## src/pkg/ursel_map.vh

```
// Register selection constants: slot addresses, bank keys and field positions.
// Overview of operation
// - Slot zero reads receive, writes transmit holding.
// - Slot two reads identification, writes FIFO control.
// - Line status is read only.
// - Modem status is read only.
// - Transmit FIFO free space count is read only.
// - Receive FIFO fill count is read only.
// - Baud divisor held as two byte registers.
// - Divisor bytes reachable only while divisor-latch bit set.
// - Enhanced and flow characters only when line_control 0xBF.
// - Transmission control, trigger level need enhanced and modem bit2.
// - Prescaler bit changes only while enhanced bit set.
// - Bit 0 meanings per register decoded.
// - Bit 1 meanings per register decoded.
// - Bit 3 meanings per register decoded.
`ifndef URSEL_MAP_VH
`define URSEL_MAP_VH
`define URSEL_A_HOLD      4'h0
`define URSEL_A_INTEN     4'h1
`define URSEL_A_IDENT     4'h2
`define URSEL_A_LINECTL   4'h3
`define URSEL_A_MODEMCTL  4'h4
`define URSEL_A_LINESTAT  4'h5
`define URSEL_A_MODEMSTAT 4'h6
`define URSEL_A_SCRATCH   4'h7
`define URSEL_A_TXLV      4'h8
`define URSEL_A_RXLV      4'h9
`define URSEL_A_EXTRA     4'hF
`define URSEL_A_DLO       4'h0
`define URSEL_A_DHI       4'h1
`define URSEL_A_ENHFEAT   4'h2
`define URSEL_A_RES1      4'h4
`define URSEL_A_RES2      4'h5
`define URSEL_A_PAU1      4'h6
`define URSEL_A_PAU2      4'h7
`define URSEL_A_FLOWTHR   4'h6
`define URSEL_A_TRIGLVL   4'h7
`define URSEL_ENH_KEY     8'hBF
`define URSEL_LINE_DIVSEL 7
`define URSEL_ENH_FUNC    4
`define URSEL_MODEM_BANK  2
`define URSEL_MODEM_PRESC 7
`define URSEL_RST_LINE    8'h1D
`define URSEL_RST_ZERO    8'h00
`endif

```

## src/design/ursel_reg8.v

```verilog
// One byte-wide host register with a write strobe and a per-bit write mask.
`timescale 1ns/100ps
`default_nettype none
module ursel_reg8 #(
  parameter [7:0] RST = 8'h00
) (
  input  wire       clk,   // Core clock.
  input  wire       rst_n, // Asynchronous reset, active low.
  input  wire       we,    // Write strobe.
  input  wire [7:0] mask,  // Bits allowed to change.
  input  wire [7:0] wd,    // Write data.
  output reg  [7:0] q      // Stored value.
);
  always @(posedge clk or negedge rst_n) begin
    if (!rst_n) begin
      q <= RST;
    end else if (we) begin
      q <= (q & ~mask) | (wd & mask);
    end
  end
endmodule // ursel_reg8
`default_nettype wire

```

## src/design/ursel_rdreg.v

```verilog
// Registered read-data stage so that host read data come from a flip-flop.
`timescale 1ns/100ps
`default_nettype none
module ursel_rdreg #(
  parameter W = 8
) (
  input  wire         clk,   // Core clock.
  input  wire         rst_n, // Asynchronous reset, active low.
  input  wire         en,    // Capture enable.
  input  wire [W-1:0] d,     // Selected read value.
  output reg  [W-1:0] q      // Registered read data.
);
  always @(posedge clk or negedge rst_n) begin
    if (!rst_n) begin
      q <= {W{1'b0}};
    end else if (en) begin
      q <= d;
    end
  end
endmodule // ursel_rdreg
`default_nettype wire

```

## src/design/ursel_bank.v

```verilog
// Register selection, banking and access gating for the UART host port.
`timescale 1ns/100ps
`default_nettype none
`include "ursel_map.vh"
module ursel_bank (
  input  wire       clk,            // Core clock, 100 MHz.
  input  wire       rst_n,          // Asynchronous reset, active low.
  input  wire       host_wr,        // Host write strobe, one cycle.
  input  wire       host_rd,        // Host read strobe, one cycle.
  input  wire [3:0] host_addr,      // Register slot address.
  input  wire [7:0] host_wdata,     // Host write data.
  output wire [7:0] host_rdata,     // Read data, registered, valid cycle after strobe.
  input  wire [7:0] rx_data,        // Oldest received character.
  output reg        rx_pop,         // Pops the receive FIFO on a holding read.
  output reg  [7:0] tx_data,        // Character loaded into the transmit FIFO.
  output reg        tx_push,        // Transmit FIFO push, one cycle.
  input  wire [7:0] ident_in,       // Interrupt identification from the core.
  input  wire [7:0] line_status_in, // Line status from the core.
  input  wire [7:0] modem_status_in,// Modem status from the core.
  input  wire [6:0] tx_level,       // Transmit FIFO free spaces.
  input  wire [6:0] rx_level,       // Received characters waiting.
  output reg  [7:0] fifo_control,   // Last FIFO control value written.
  output reg        fifo_ctl_wr,    // FIFO control written, one cycle.
  output wire [7:0] interrupt_enable,     // Interrupt enable register.
  output wire [7:0] line_control,         // Line control register.
  output wire [7:0] modem_control,        // Modem control register.
  output wire [7:0] extra_features,       // Extra features register.
  output wire [15:0] baud_divisor,        // Baud divisor, high and low bytes.
  output wire [7:0] enhanced_feature_reg, // Enhanced feature register.
  output wire [7:0] resume_char_1,        // First resume character.
  output wire [7:0] resume_char_2,        // Second resume character.
  output wire [7:0] pause_char_1,         // First pause character.
  output wire [7:0] pause_char_2,         // Second pause character.
  output wire [7:0] transmission_control, // Flow thresholds.
  output wire [7:0] trigger_level,        // FIFO trigger levels.
  output reg        rx_data_irq_en, // Receive data available interrupt enabled.
  output reg        modem_irq_en,   // Modem status interrupt enabled.
  output reg        fifo_enable,    // FIFOs enabled.
  output reg        irq_none,       // Identification status bit, high means none pending.
  output reg  [1:0] irq_prio_low,   // Identification priority code bits 1 and 3.
  output reg  [1:0] word_length,    // Word length select.
  output reg        parity_enable,  // Parity enabled.
  output reg        rx_fifo_reset   // Receive FIFO reset request, one cycle.
);
  localparam NREG = 14;
  localparam I_INTEN = 0, I_LINE = 1, I_MODEM = 2, I_SCR = 3, I_EFC = 4, I_DLO = 5, I_DHI = 6;
  localparam I_ENH = 7, I_RS1 = 8, I_RS2 = 9, I_PA1 = 10, I_PA2 = 11, I_FTH = 12, I_TRG = 13;

  reg  [NREG-1:0]   we;
  wire [7:0]        scratchpad;
  reg  [7:0]        next_rdata;
  wire [7:0]        modem_mask;

  wire bank_div = line_control[`URSEL_LINE_DIVSEL] &&
                  (line_control != `URSEL_ENH_KEY);
  wire bank_enh = (line_control == `URSEL_ENH_KEY);
  wire bank_fc  = enhanced_feature_reg[`URSEL_ENH_FUNC] &&
                  modem_control[`URSEL_MODEM_BANK] && !bank_div && !bank_enh;
  wire bank_gen = !bank_div && !bank_enh;

  // The prescaler bit is masked off, not the whole register, so other bits still update.
  assign modem_mask = enhanced_feature_reg[`URSEL_ENH_FUNC] ? 8'hFF : 8'h7F;

  // Only slots whose access condition holds produce a write strobe; all others are dropped.
  always @* begin
    we = {NREG{1'b0}};
    if (host_wr) begin
      if (bank_div) begin
        we[I_DLO] = (host_addr == `URSEL_A_DLO);
        we[I_DHI] = (host_addr == `URSEL_A_DHI);
      end
      if (bank_enh) begin
        we[I_ENH] = (host_addr == `URSEL_A_ENHFEAT);
        we[I_RS1] = (host_addr == `URSEL_A_RES1);
        we[I_RS2] = (host_addr == `URSEL_A_RES2);
        we[I_PA1] = (host_addr == `URSEL_A_PAU1);
        we[I_PA2] = (host_addr == `URSEL_A_PAU2);
      end
      if (bank_fc) begin
        we[I_FTH] = (host_addr == `URSEL_A_FLOWTHR);
        we[I_TRG] = (host_addr == `URSEL_A_TRIGLVL);
      end
      // Line control stays writable in every bank so software can always leave one.
      we[I_LINE]  = (host_addr == `URSEL_A_LINECTL);
      we[I_INTEN] = bank_gen && (host_addr == `URSEL_A_INTEN);
      we[I_MODEM] = !bank_enh && (host_addr == `URSEL_A_MODEMCTL);
      we[I_SCR]   = bank_gen && !bank_fc && (host_addr == `URSEL_A_SCRATCH);
      we[I_EFC]   = bank_gen && (host_addr == `URSEL_A_EXTRA);
    end
  end

  // One byte register per writable slot except holding and FIFO control; only modem control takes a partial mask.
  ursel_reg8 #(
    .RST (`URSEL_RST_ZERO)
  ) u_inten (
    .clk   (clk),
    .rst_n (rst_n),
    .we    (we[I_INTEN]),
    .mask  (8'hFF),
    .wd    (host_wdata),
    .q     (interrupt_enable)
  );
  ursel_reg8 #(
    .RST (`URSEL_RST_LINE)
  ) u_line (
    .clk   (clk),
    .rst_n (rst_n),
    .we    (we[I_LINE]),
    .mask  (8'hFF),
    .wd    (host_wdata),
    .q     (line_control)
  );
  ursel_reg8 #(
    .RST (`URSEL_RST_ZERO)
  ) u_modem (
    .clk   (clk),
    .rst_n (rst_n),
    .we    (we[I_MODEM]),
    .mask  (modem_mask),
    .wd    (host_wdata),
    .q     (modem_control)
  );
  ursel_reg8 #(
    .RST (`URSEL_RST_ZERO)
  ) u_scratch (
    .clk   (clk),
    .rst_n (rst_n),
    .we    (we[I_SCR]),
    .mask  (8'hFF),
    .wd    (host_wdata),
    .q     (scratchpad)
  );
  ursel_reg8 #(
    .RST (`URSEL_RST_ZERO)
  ) u_extra (
    .clk   (clk),
    .rst_n (rst_n),
    .we    (we[I_EFC]),
    .mask  (8'hFF),
    .wd    (host_wdata),
    .q     (extra_features)
  );
  ursel_reg8 #(
    .RST (`URSEL_RST_ZERO)
  ) u_div_lo (
    .clk   (clk),
    .rst_n (rst_n),
    .we    (we[I_DLO]),
    .mask  (8'hFF),
    .wd    (host_wdata),
    .q     (baud_divisor[7:0])
  );
  ursel_reg8 #(
    .RST (`URSEL_RST_ZERO)
  ) u_div_hi (
    .clk   (clk),
    .rst_n (rst_n),
    .we    (we[I_DHI]),
    .mask  (8'hFF),
    .wd    (host_wdata),
    .q     (baud_divisor[15:8])
  );
  ursel_reg8 #(
    .RST (`URSEL_RST_ZERO)
  ) u_enh (
    .clk   (clk),
    .rst_n (rst_n),
    .we    (we[I_ENH]),
    .mask  (8'hFF),
    .wd    (host_wdata),
    .q     (enhanced_feature_reg)
  );
  ursel_reg8 #(
    .RST (`URSEL_RST_ZERO)
  ) u_res1 (
    .clk   (clk),
    .rst_n (rst_n),
    .we    (we[I_RS1]),
    .mask  (8'hFF),
    .wd    (host_wdata),
    .q     (resume_char_1)
  );
  ursel_reg8 #(
    .RST (`URSEL_RST_ZERO)
  ) u_res2 (
    .clk   (clk),
    .rst_n (rst_n),
    .we    (we[I_RS2]),
    .mask  (8'hFF),
    .wd    (host_wdata),
    .q     (resume_char_2)
  );
  ursel_reg8 #(
    .RST (`URSEL_RST_ZERO)
  ) u_pau1 (
    .clk   (clk),
    .rst_n (rst_n),
    .we    (we[I_PA1]),
    .mask  (8'hFF),
    .wd    (host_wdata),
    .q     (pause_char_1)
  );
  ursel_reg8 #(
    .RST (`URSEL_RST_ZERO)
  ) u_pau2 (
    .clk   (clk),
    .rst_n (rst_n),
    .we    (we[I_PA2]),
    .mask  (8'hFF),
    .wd    (host_wdata),
    .q     (pause_char_2)
  );
  ursel_reg8 #(
    .RST (`URSEL_RST_ZERO)
  ) u_flow (
    .clk   (clk),
    .rst_n (rst_n),
    .we    (we[I_FTH]),
    .mask  (8'hFF),
    .wd    (host_wdata),
    .q     (transmission_control)
  );
  ursel_reg8 #(
    .RST (`URSEL_RST_ZERO)
  ) u_trig (
    .clk   (clk),
    .rst_n (rst_n),
    .we    (we[I_TRG]),
    .mask  (8'hFF),
    .wd    (host_wdata),
    .q     (trigger_level)
  );

  wire gen_wr = host_wr && bank_gen;

  // Holding and FIFO control slot strobes toward the core.
  always @(posedge clk or negedge rst_n) begin
    if (!rst_n) begin
      tx_push      <= 1'b0;
      tx_data      <= 8'h00;
      rx_pop       <= 1'b0;
      fifo_control <= 8'h00;
      fifo_ctl_wr  <= 1'b0;
    end else begin
      tx_push     <= gen_wr && (host_addr == `URSEL_A_HOLD);
      fifo_ctl_wr <= gen_wr && (host_addr == `URSEL_A_IDENT);
      rx_pop      <= host_rd && bank_gen && (host_addr == `URSEL_A_HOLD);
      if (gen_wr && (host_addr == `URSEL_A_HOLD)) begin
        tx_data <= host_wdata;
      end
      if (gen_wr && (host_addr == `URSEL_A_IDENT)) begin
        fifo_control <= host_wdata;
      end
    end
  end

  // Read mux; the status inputs have no write path at all.
  always @* begin
    next_rdata = 8'h00;
    if (bank_div && host_addr == `URSEL_A_DLO) begin
      next_rdata = baud_divisor[7:0];
    end else if (bank_div && host_addr == `URSEL_A_DHI) begin
      next_rdata = baud_divisor[15:8];
    end else if (bank_enh && host_addr == `URSEL_A_ENHFEAT) begin
      next_rdata = enhanced_feature_reg;
    end else if (bank_enh && host_addr == `URSEL_A_RES1) begin
      next_rdata = resume_char_1;
    end else if (bank_enh && host_addr == `URSEL_A_RES2) begin
      next_rdata = resume_char_2;
    end else if (bank_enh && host_addr == `URSEL_A_PAU1) begin
      next_rdata = pause_char_1;
    end else if (bank_enh && host_addr == `URSEL_A_PAU2) begin
      next_rdata = pause_char_2;
    end else if (bank_fc && host_addr == `URSEL_A_FLOWTHR) begin
      next_rdata = transmission_control;
    end else if (bank_fc && host_addr == `URSEL_A_TRIGLVL) begin
      next_rdata = trigger_level;
    end else begin
      case (host_addr)
        `URSEL_A_HOLD: next_rdata = bank_gen ? rx_data : 8'h00;
        `URSEL_A_INTEN:     next_rdata = bank_gen ? interrupt_enable : 8'h00;
        `URSEL_A_IDENT:     next_rdata = bank_gen ? ident_in : 8'h00;
        `URSEL_A_LINECTL:   next_rdata = line_control;
        `URSEL_A_MODEMCTL:  next_rdata = bank_enh ? 8'h00 : modem_control;
        `URSEL_A_LINESTAT:  next_rdata = bank_gen ? line_status_in : 8'h00;
        `URSEL_A_MODEMSTAT: next_rdata = bank_gen ? modem_status_in : 8'h00;
        `URSEL_A_SCRATCH:   next_rdata = bank_gen ? scratchpad : 8'h00;
        `URSEL_A_TXLV:      next_rdata = bank_gen ? {1'b0, tx_level} : 8'h00;
        `URSEL_A_RXLV:      next_rdata = bank_gen ? {1'b0, rx_level} : 8'h00;
        `URSEL_A_EXTRA:     next_rdata = bank_gen ? extra_features : 8'h00;
        default:       next_rdata = 8'h00;
      endcase
    end
  end

  ursel_rdreg #(
    .W (8)
  ) u_rd (
    .clk   (clk),
    .rst_n (rst_n),
    .en    (host_rd),
    .d     (next_rdata),
    .q     (host_rdata)
  );

  // Low-bit decodes, registered so these outputs come from flip-flops.
  always @(posedge clk or negedge rst_n) begin
    if (!rst_n) begin
      rx_data_irq_en <= 1'b0;
      modem_irq_en   <= 1'b0;
      fifo_enable    <= 1'b0;
      irq_none       <= 1'b1;
      irq_prio_low   <= 2'b00;
      word_length    <= 2'b00;
      parity_enable  <= 1'b0;
      rx_fifo_reset  <= 1'b0;
    end else begin
      rx_data_irq_en <= interrupt_enable[0];
      fifo_enable    <= fifo_control[0];
      irq_none       <= ident_in[0];
      word_length    <= line_control[1:0];
      irq_prio_low   <= {ident_in[3], ident_in[1]};
      rx_fifo_reset  <= gen_wr && (host_addr == `URSEL_A_IDENT) && host_wdata[1];
      modem_irq_en   <= interrupt_enable[3];
      parity_enable  <= line_control[3];
    end
  end
endmodule // ursel_bank
`default_nettype wire

```

## config.mk

```make
export PLATFORM = sky130hd
export DESIGN_NAME = ursel_bank
export DESIGN_NICKNAME = d
export VERILOG_FILES = /design/src/design/ursel_reg8.v /design/src/design/ursel_rdreg.v /design/src/design/ursel_bank.v
export VERILOG_INCLUDE_DIRS = /design/src /design/src/pkg
export SDC_FILE = /design/constraint.sdc
export NUM_CORES = 1
export LEC_CHECK = 0
export CAP_MARGIN = 20
export CORE_MARGIN = 5
export CORE_UTILIZATION = 58
export DETAILED_ROUTE_END_ITERATION = 8
export DONT_BUFFER_PORTS = 1
export HOLD_SLACK_MARGIN = 0.15
export PLACE_DENSITY = 0.76
export SLEW_MARGIN = 20
export SYNTH_ARGS = -nofsm -noshare
export SYNTH_HDL_FRONTEND = slang
export SYNTH_SLANG_ARGS = --single-unit
export TNS_END_PERCENT = 20
```

## constraint.sdc

```tcl
create_clock -name clk -period 1.7 [get_ports clk]
set_clock_uncertainty 0.05 [all_clocks]
set_input_delay 0.085 -clock clk [delete_from_list [all_inputs] [get_ports clk]]
set_output_delay 0.085 -clock clk [all_outputs]
set_load 0.03 [all_outputs]
```

==> results.py <==
metrics = {
    "clock_network": {
        "cts.sinks": 149,
        "htreeDepth": 4,
        "ctsHoldBuffers": 19,
        "clockBufferDepth": 2,
        "cts_buffers": 17,
        "clock_latency_ps": 420,
        "cts_tree": "built",
        "cts-root-buf": "clkbuf_16",
        "clk_pin_slew_worst_paths_ps": 60,
    },
    "grt": {
        "grt_pass1_vias": 6581,
        "antenna_found_initial": 4,
        "track_usage_pct": 35.7,
        "grt_pass1_wl_um": 39900,
        "grt_start_max_net_pins": 150,
        "overflow": 0,
    },
    "timing": {
        "worstMarginPinSlew_ps": 986,
        "finalCritPeriodShare_pct": 115,
        "hold_viol": 193,
        "max_freq_mhz": 513,
        "grt_setup_unrepaired": "true",
        "final-max-slew-violation-count": 0,
        "period_needed_ps": 1950,
        "maxSlewHeadroom_pct": 34.0,
        "tns_ps": -10730,
        "finalSetupViolCount": 84,
        "hold_slack_ps": -690,
        "worst_slack_ps": -249,
    },
    "floorplan": {
        "die_w_um": 124,
        "initial_utilization_pct": 59.4,
        "die_h_um": 124,
        "io_pins": 203,
        "std_cell_rows": 41,
        "coreArea_mm2": 0.0127,
        "die_area_mm2": 0.0153,
    },
    "worst_setup_path": {
        "cp-end-kind": "flip-flop",
        "r2r-end": "u_rd.q[0]",
        "rr_worst_depth": 7,
        "cp.required_ps": 1940,
        "crit_fanout": 8,
        "r2r-start": "u_line.q[4]",
        "worstPathArrival_ps": 2190,
        "start_kind": "flip-flop",
        "r2r_slack_ps": -250,
        "critPathKind": "reg2reg",
        "startpoint": "u_line.q[4]",
    },
    "outcome": {
        "failed_checks": "hold timing, setup timing",
        "run_status": "finished, violations left",
    },
    "routing": {
        "drt_iter0_drc": 797,
        "finalWirelength_um": 27100,
        "ant_nets": 0,
        "first_pass_iters": 5,
        "remaining_drc_errors": 0,
        "avgRoutedWirePerCell_um": 27.5,
        "viasPerCell": 6.57,
        "vias": 6465,
    },
    "pwr": {
        "internal_power_uw": 7290,
        "p_sw_uw": 3360,
        "ir_worst_vdd_mv": 0.834,
        "comb_power_share_pct": 17.6,
        "swShare_pct": 31.6,
        "power.leakage_uw": 0.00451,
        "power_density_mw_per_mm2": 1110,
        "p_seq_share_pct": 45.7,
        "clkPwrFrac_pct": 36.7,
    },
    "yosys": {
        "post-synth-top-count-cell": "dfrtp_1",
        "syn_nets": 728,
        "synth_ff_type": "dfrtp_1",
        "yosysTopAreaCell": "dfrtp_1",
        "synth.area.top_cells": "dfrtp_1, mux2_2, nand2_1",
        "synth_edf_count": 0,
        "synthCells": 666,
        "synth-seq-cells": 149,
        "synthTopCellsByCount": "dfrtp_1, mux2_2, nand2_1",
        "synth_top_area_share_pct": 47.9,
        "synth_area_mm2": 0.00752,
        "syn_area_per_cell_um2": 11.3,
        "synthArstFlopShare_pct": 100,
        "ys_warn_count": 0,
        "seq_area_frac_synth_pct": 49.7,
        "synth_cell_types": 72,
    },
    "layout": {
        "design_area_mm2": 0.00962,
        "nNetsFinal": 857,
        "final_cells": 984,
        "drive_above_1_share_pct": 41.8,
        "syn2layout_area_growth_pct": 27.9,
    },
    "worst_hold_path": {
        "hold_class": "in2async",
    },
    "flow_run": {
        "drv_cap": 0,
    },
    "placement": {
        "dp_slack_ps": -294,
        "dp_hpwl_um": 18300,
        "dp_cells": 922,
        "postPlaceCellArea_mm2": 0.00857,
        "io_buffers": 0,
        "gp_congestion": 1.01,
    },
}
[worst max-delay path: stages (launching register included)]
cell and delay [ps]:
dfstp_2 550, and4b_2 280, nand2_4 80, buf_6 150
mux2i_1 120, a221o_1 320, o32ai_2 130, a31oi_1 130
[cell type report]
class,instances,area [um2]
tap,172,215
clock inverter,9,126
antenna,4,10.0
inverter,8,30.0
fill,896,3050
sequential,149,3740
multi-input combinational,465,3750
clock buffer,23,488
timing repair buffer,154,1260
[stage by stage]
stage               total power (uW)  util (%)
floorplan                       5940         -
global placement                6540      67.7
detailed placement              6590      67.7
CTS                            10600      75.3
global route                   11000      75.9
finish                         10700      75.9
[cells in the final DEF (no fill, tap or decap), types with 6 or more instances in the layout]
cell / n
dfrtp_1: 143
mux2_4: 16
mux2_2: 92
buf_4: 127
nor2b_1: 9
nand3_1: 12
nand2_1: 87
a21oi_1: 20
clkbuf_16: 17
inv_1: 6
a22oi_1: 11
nor3b_1: 6
nor2_1: 11
dlygate4sd3_1: 19
o21ai_0: 33
a31oi_1: 10
[cells by family (layout without fill, tap and decap cells)]
family	after synthesis	in the layout	share of synthesized area (%)
compound gates	148	149	14.1
other cells	0	4	0
simple gates	200	201	14.6
mux	115	115	17.4
flops	149	149	49.7
buf+inv	54	194	4.24
[how the worst max path moves through the flow]
stage | to | slack, ps | cells past startpoint
2_1_floorplan | u_rd.q[7] | -250 | 7
3_3_place_gp | u_rd.q[3] | -330 | 6
3_5_place_dp | u_rd.q[3] | -290 | 6
4_1_cts | u_rd.q[0] | -210 | 7
5_1_grt | u_pau2.q[6] | -320 | 6
6_report | u_rd.q[0] | -250 | 7
[metal layers]
metal	share of wire, %	vias up	GRT usage [%]
met5	0	-	0
met4	4.7	0	16.3
met3	11	88	12.8
met2	47	377	55.8
met1	38	3266	44.6
li1	-	2734	-
[repair_timing]
action	4_1_cts	5_1_grt
endpoints found under the setup margin	101	116
gates resized for setup	29	11
buffers inserted	4	1
hold endpoints to repair	289	238
pin swaps	15	8
gates cloned	1	1
[power by group through the flow]
stage               registers (uW)  logic, uW  clock network [uW]
floorplan                     5160        783                   0
global placement              4910       1630                   0
detailed placement            4920       1670                   0
CTS                           4860       1840                3920
global route                  4910       1970                4090
finish                        4870       1880                3910
(Power assumes the default switching activity.)
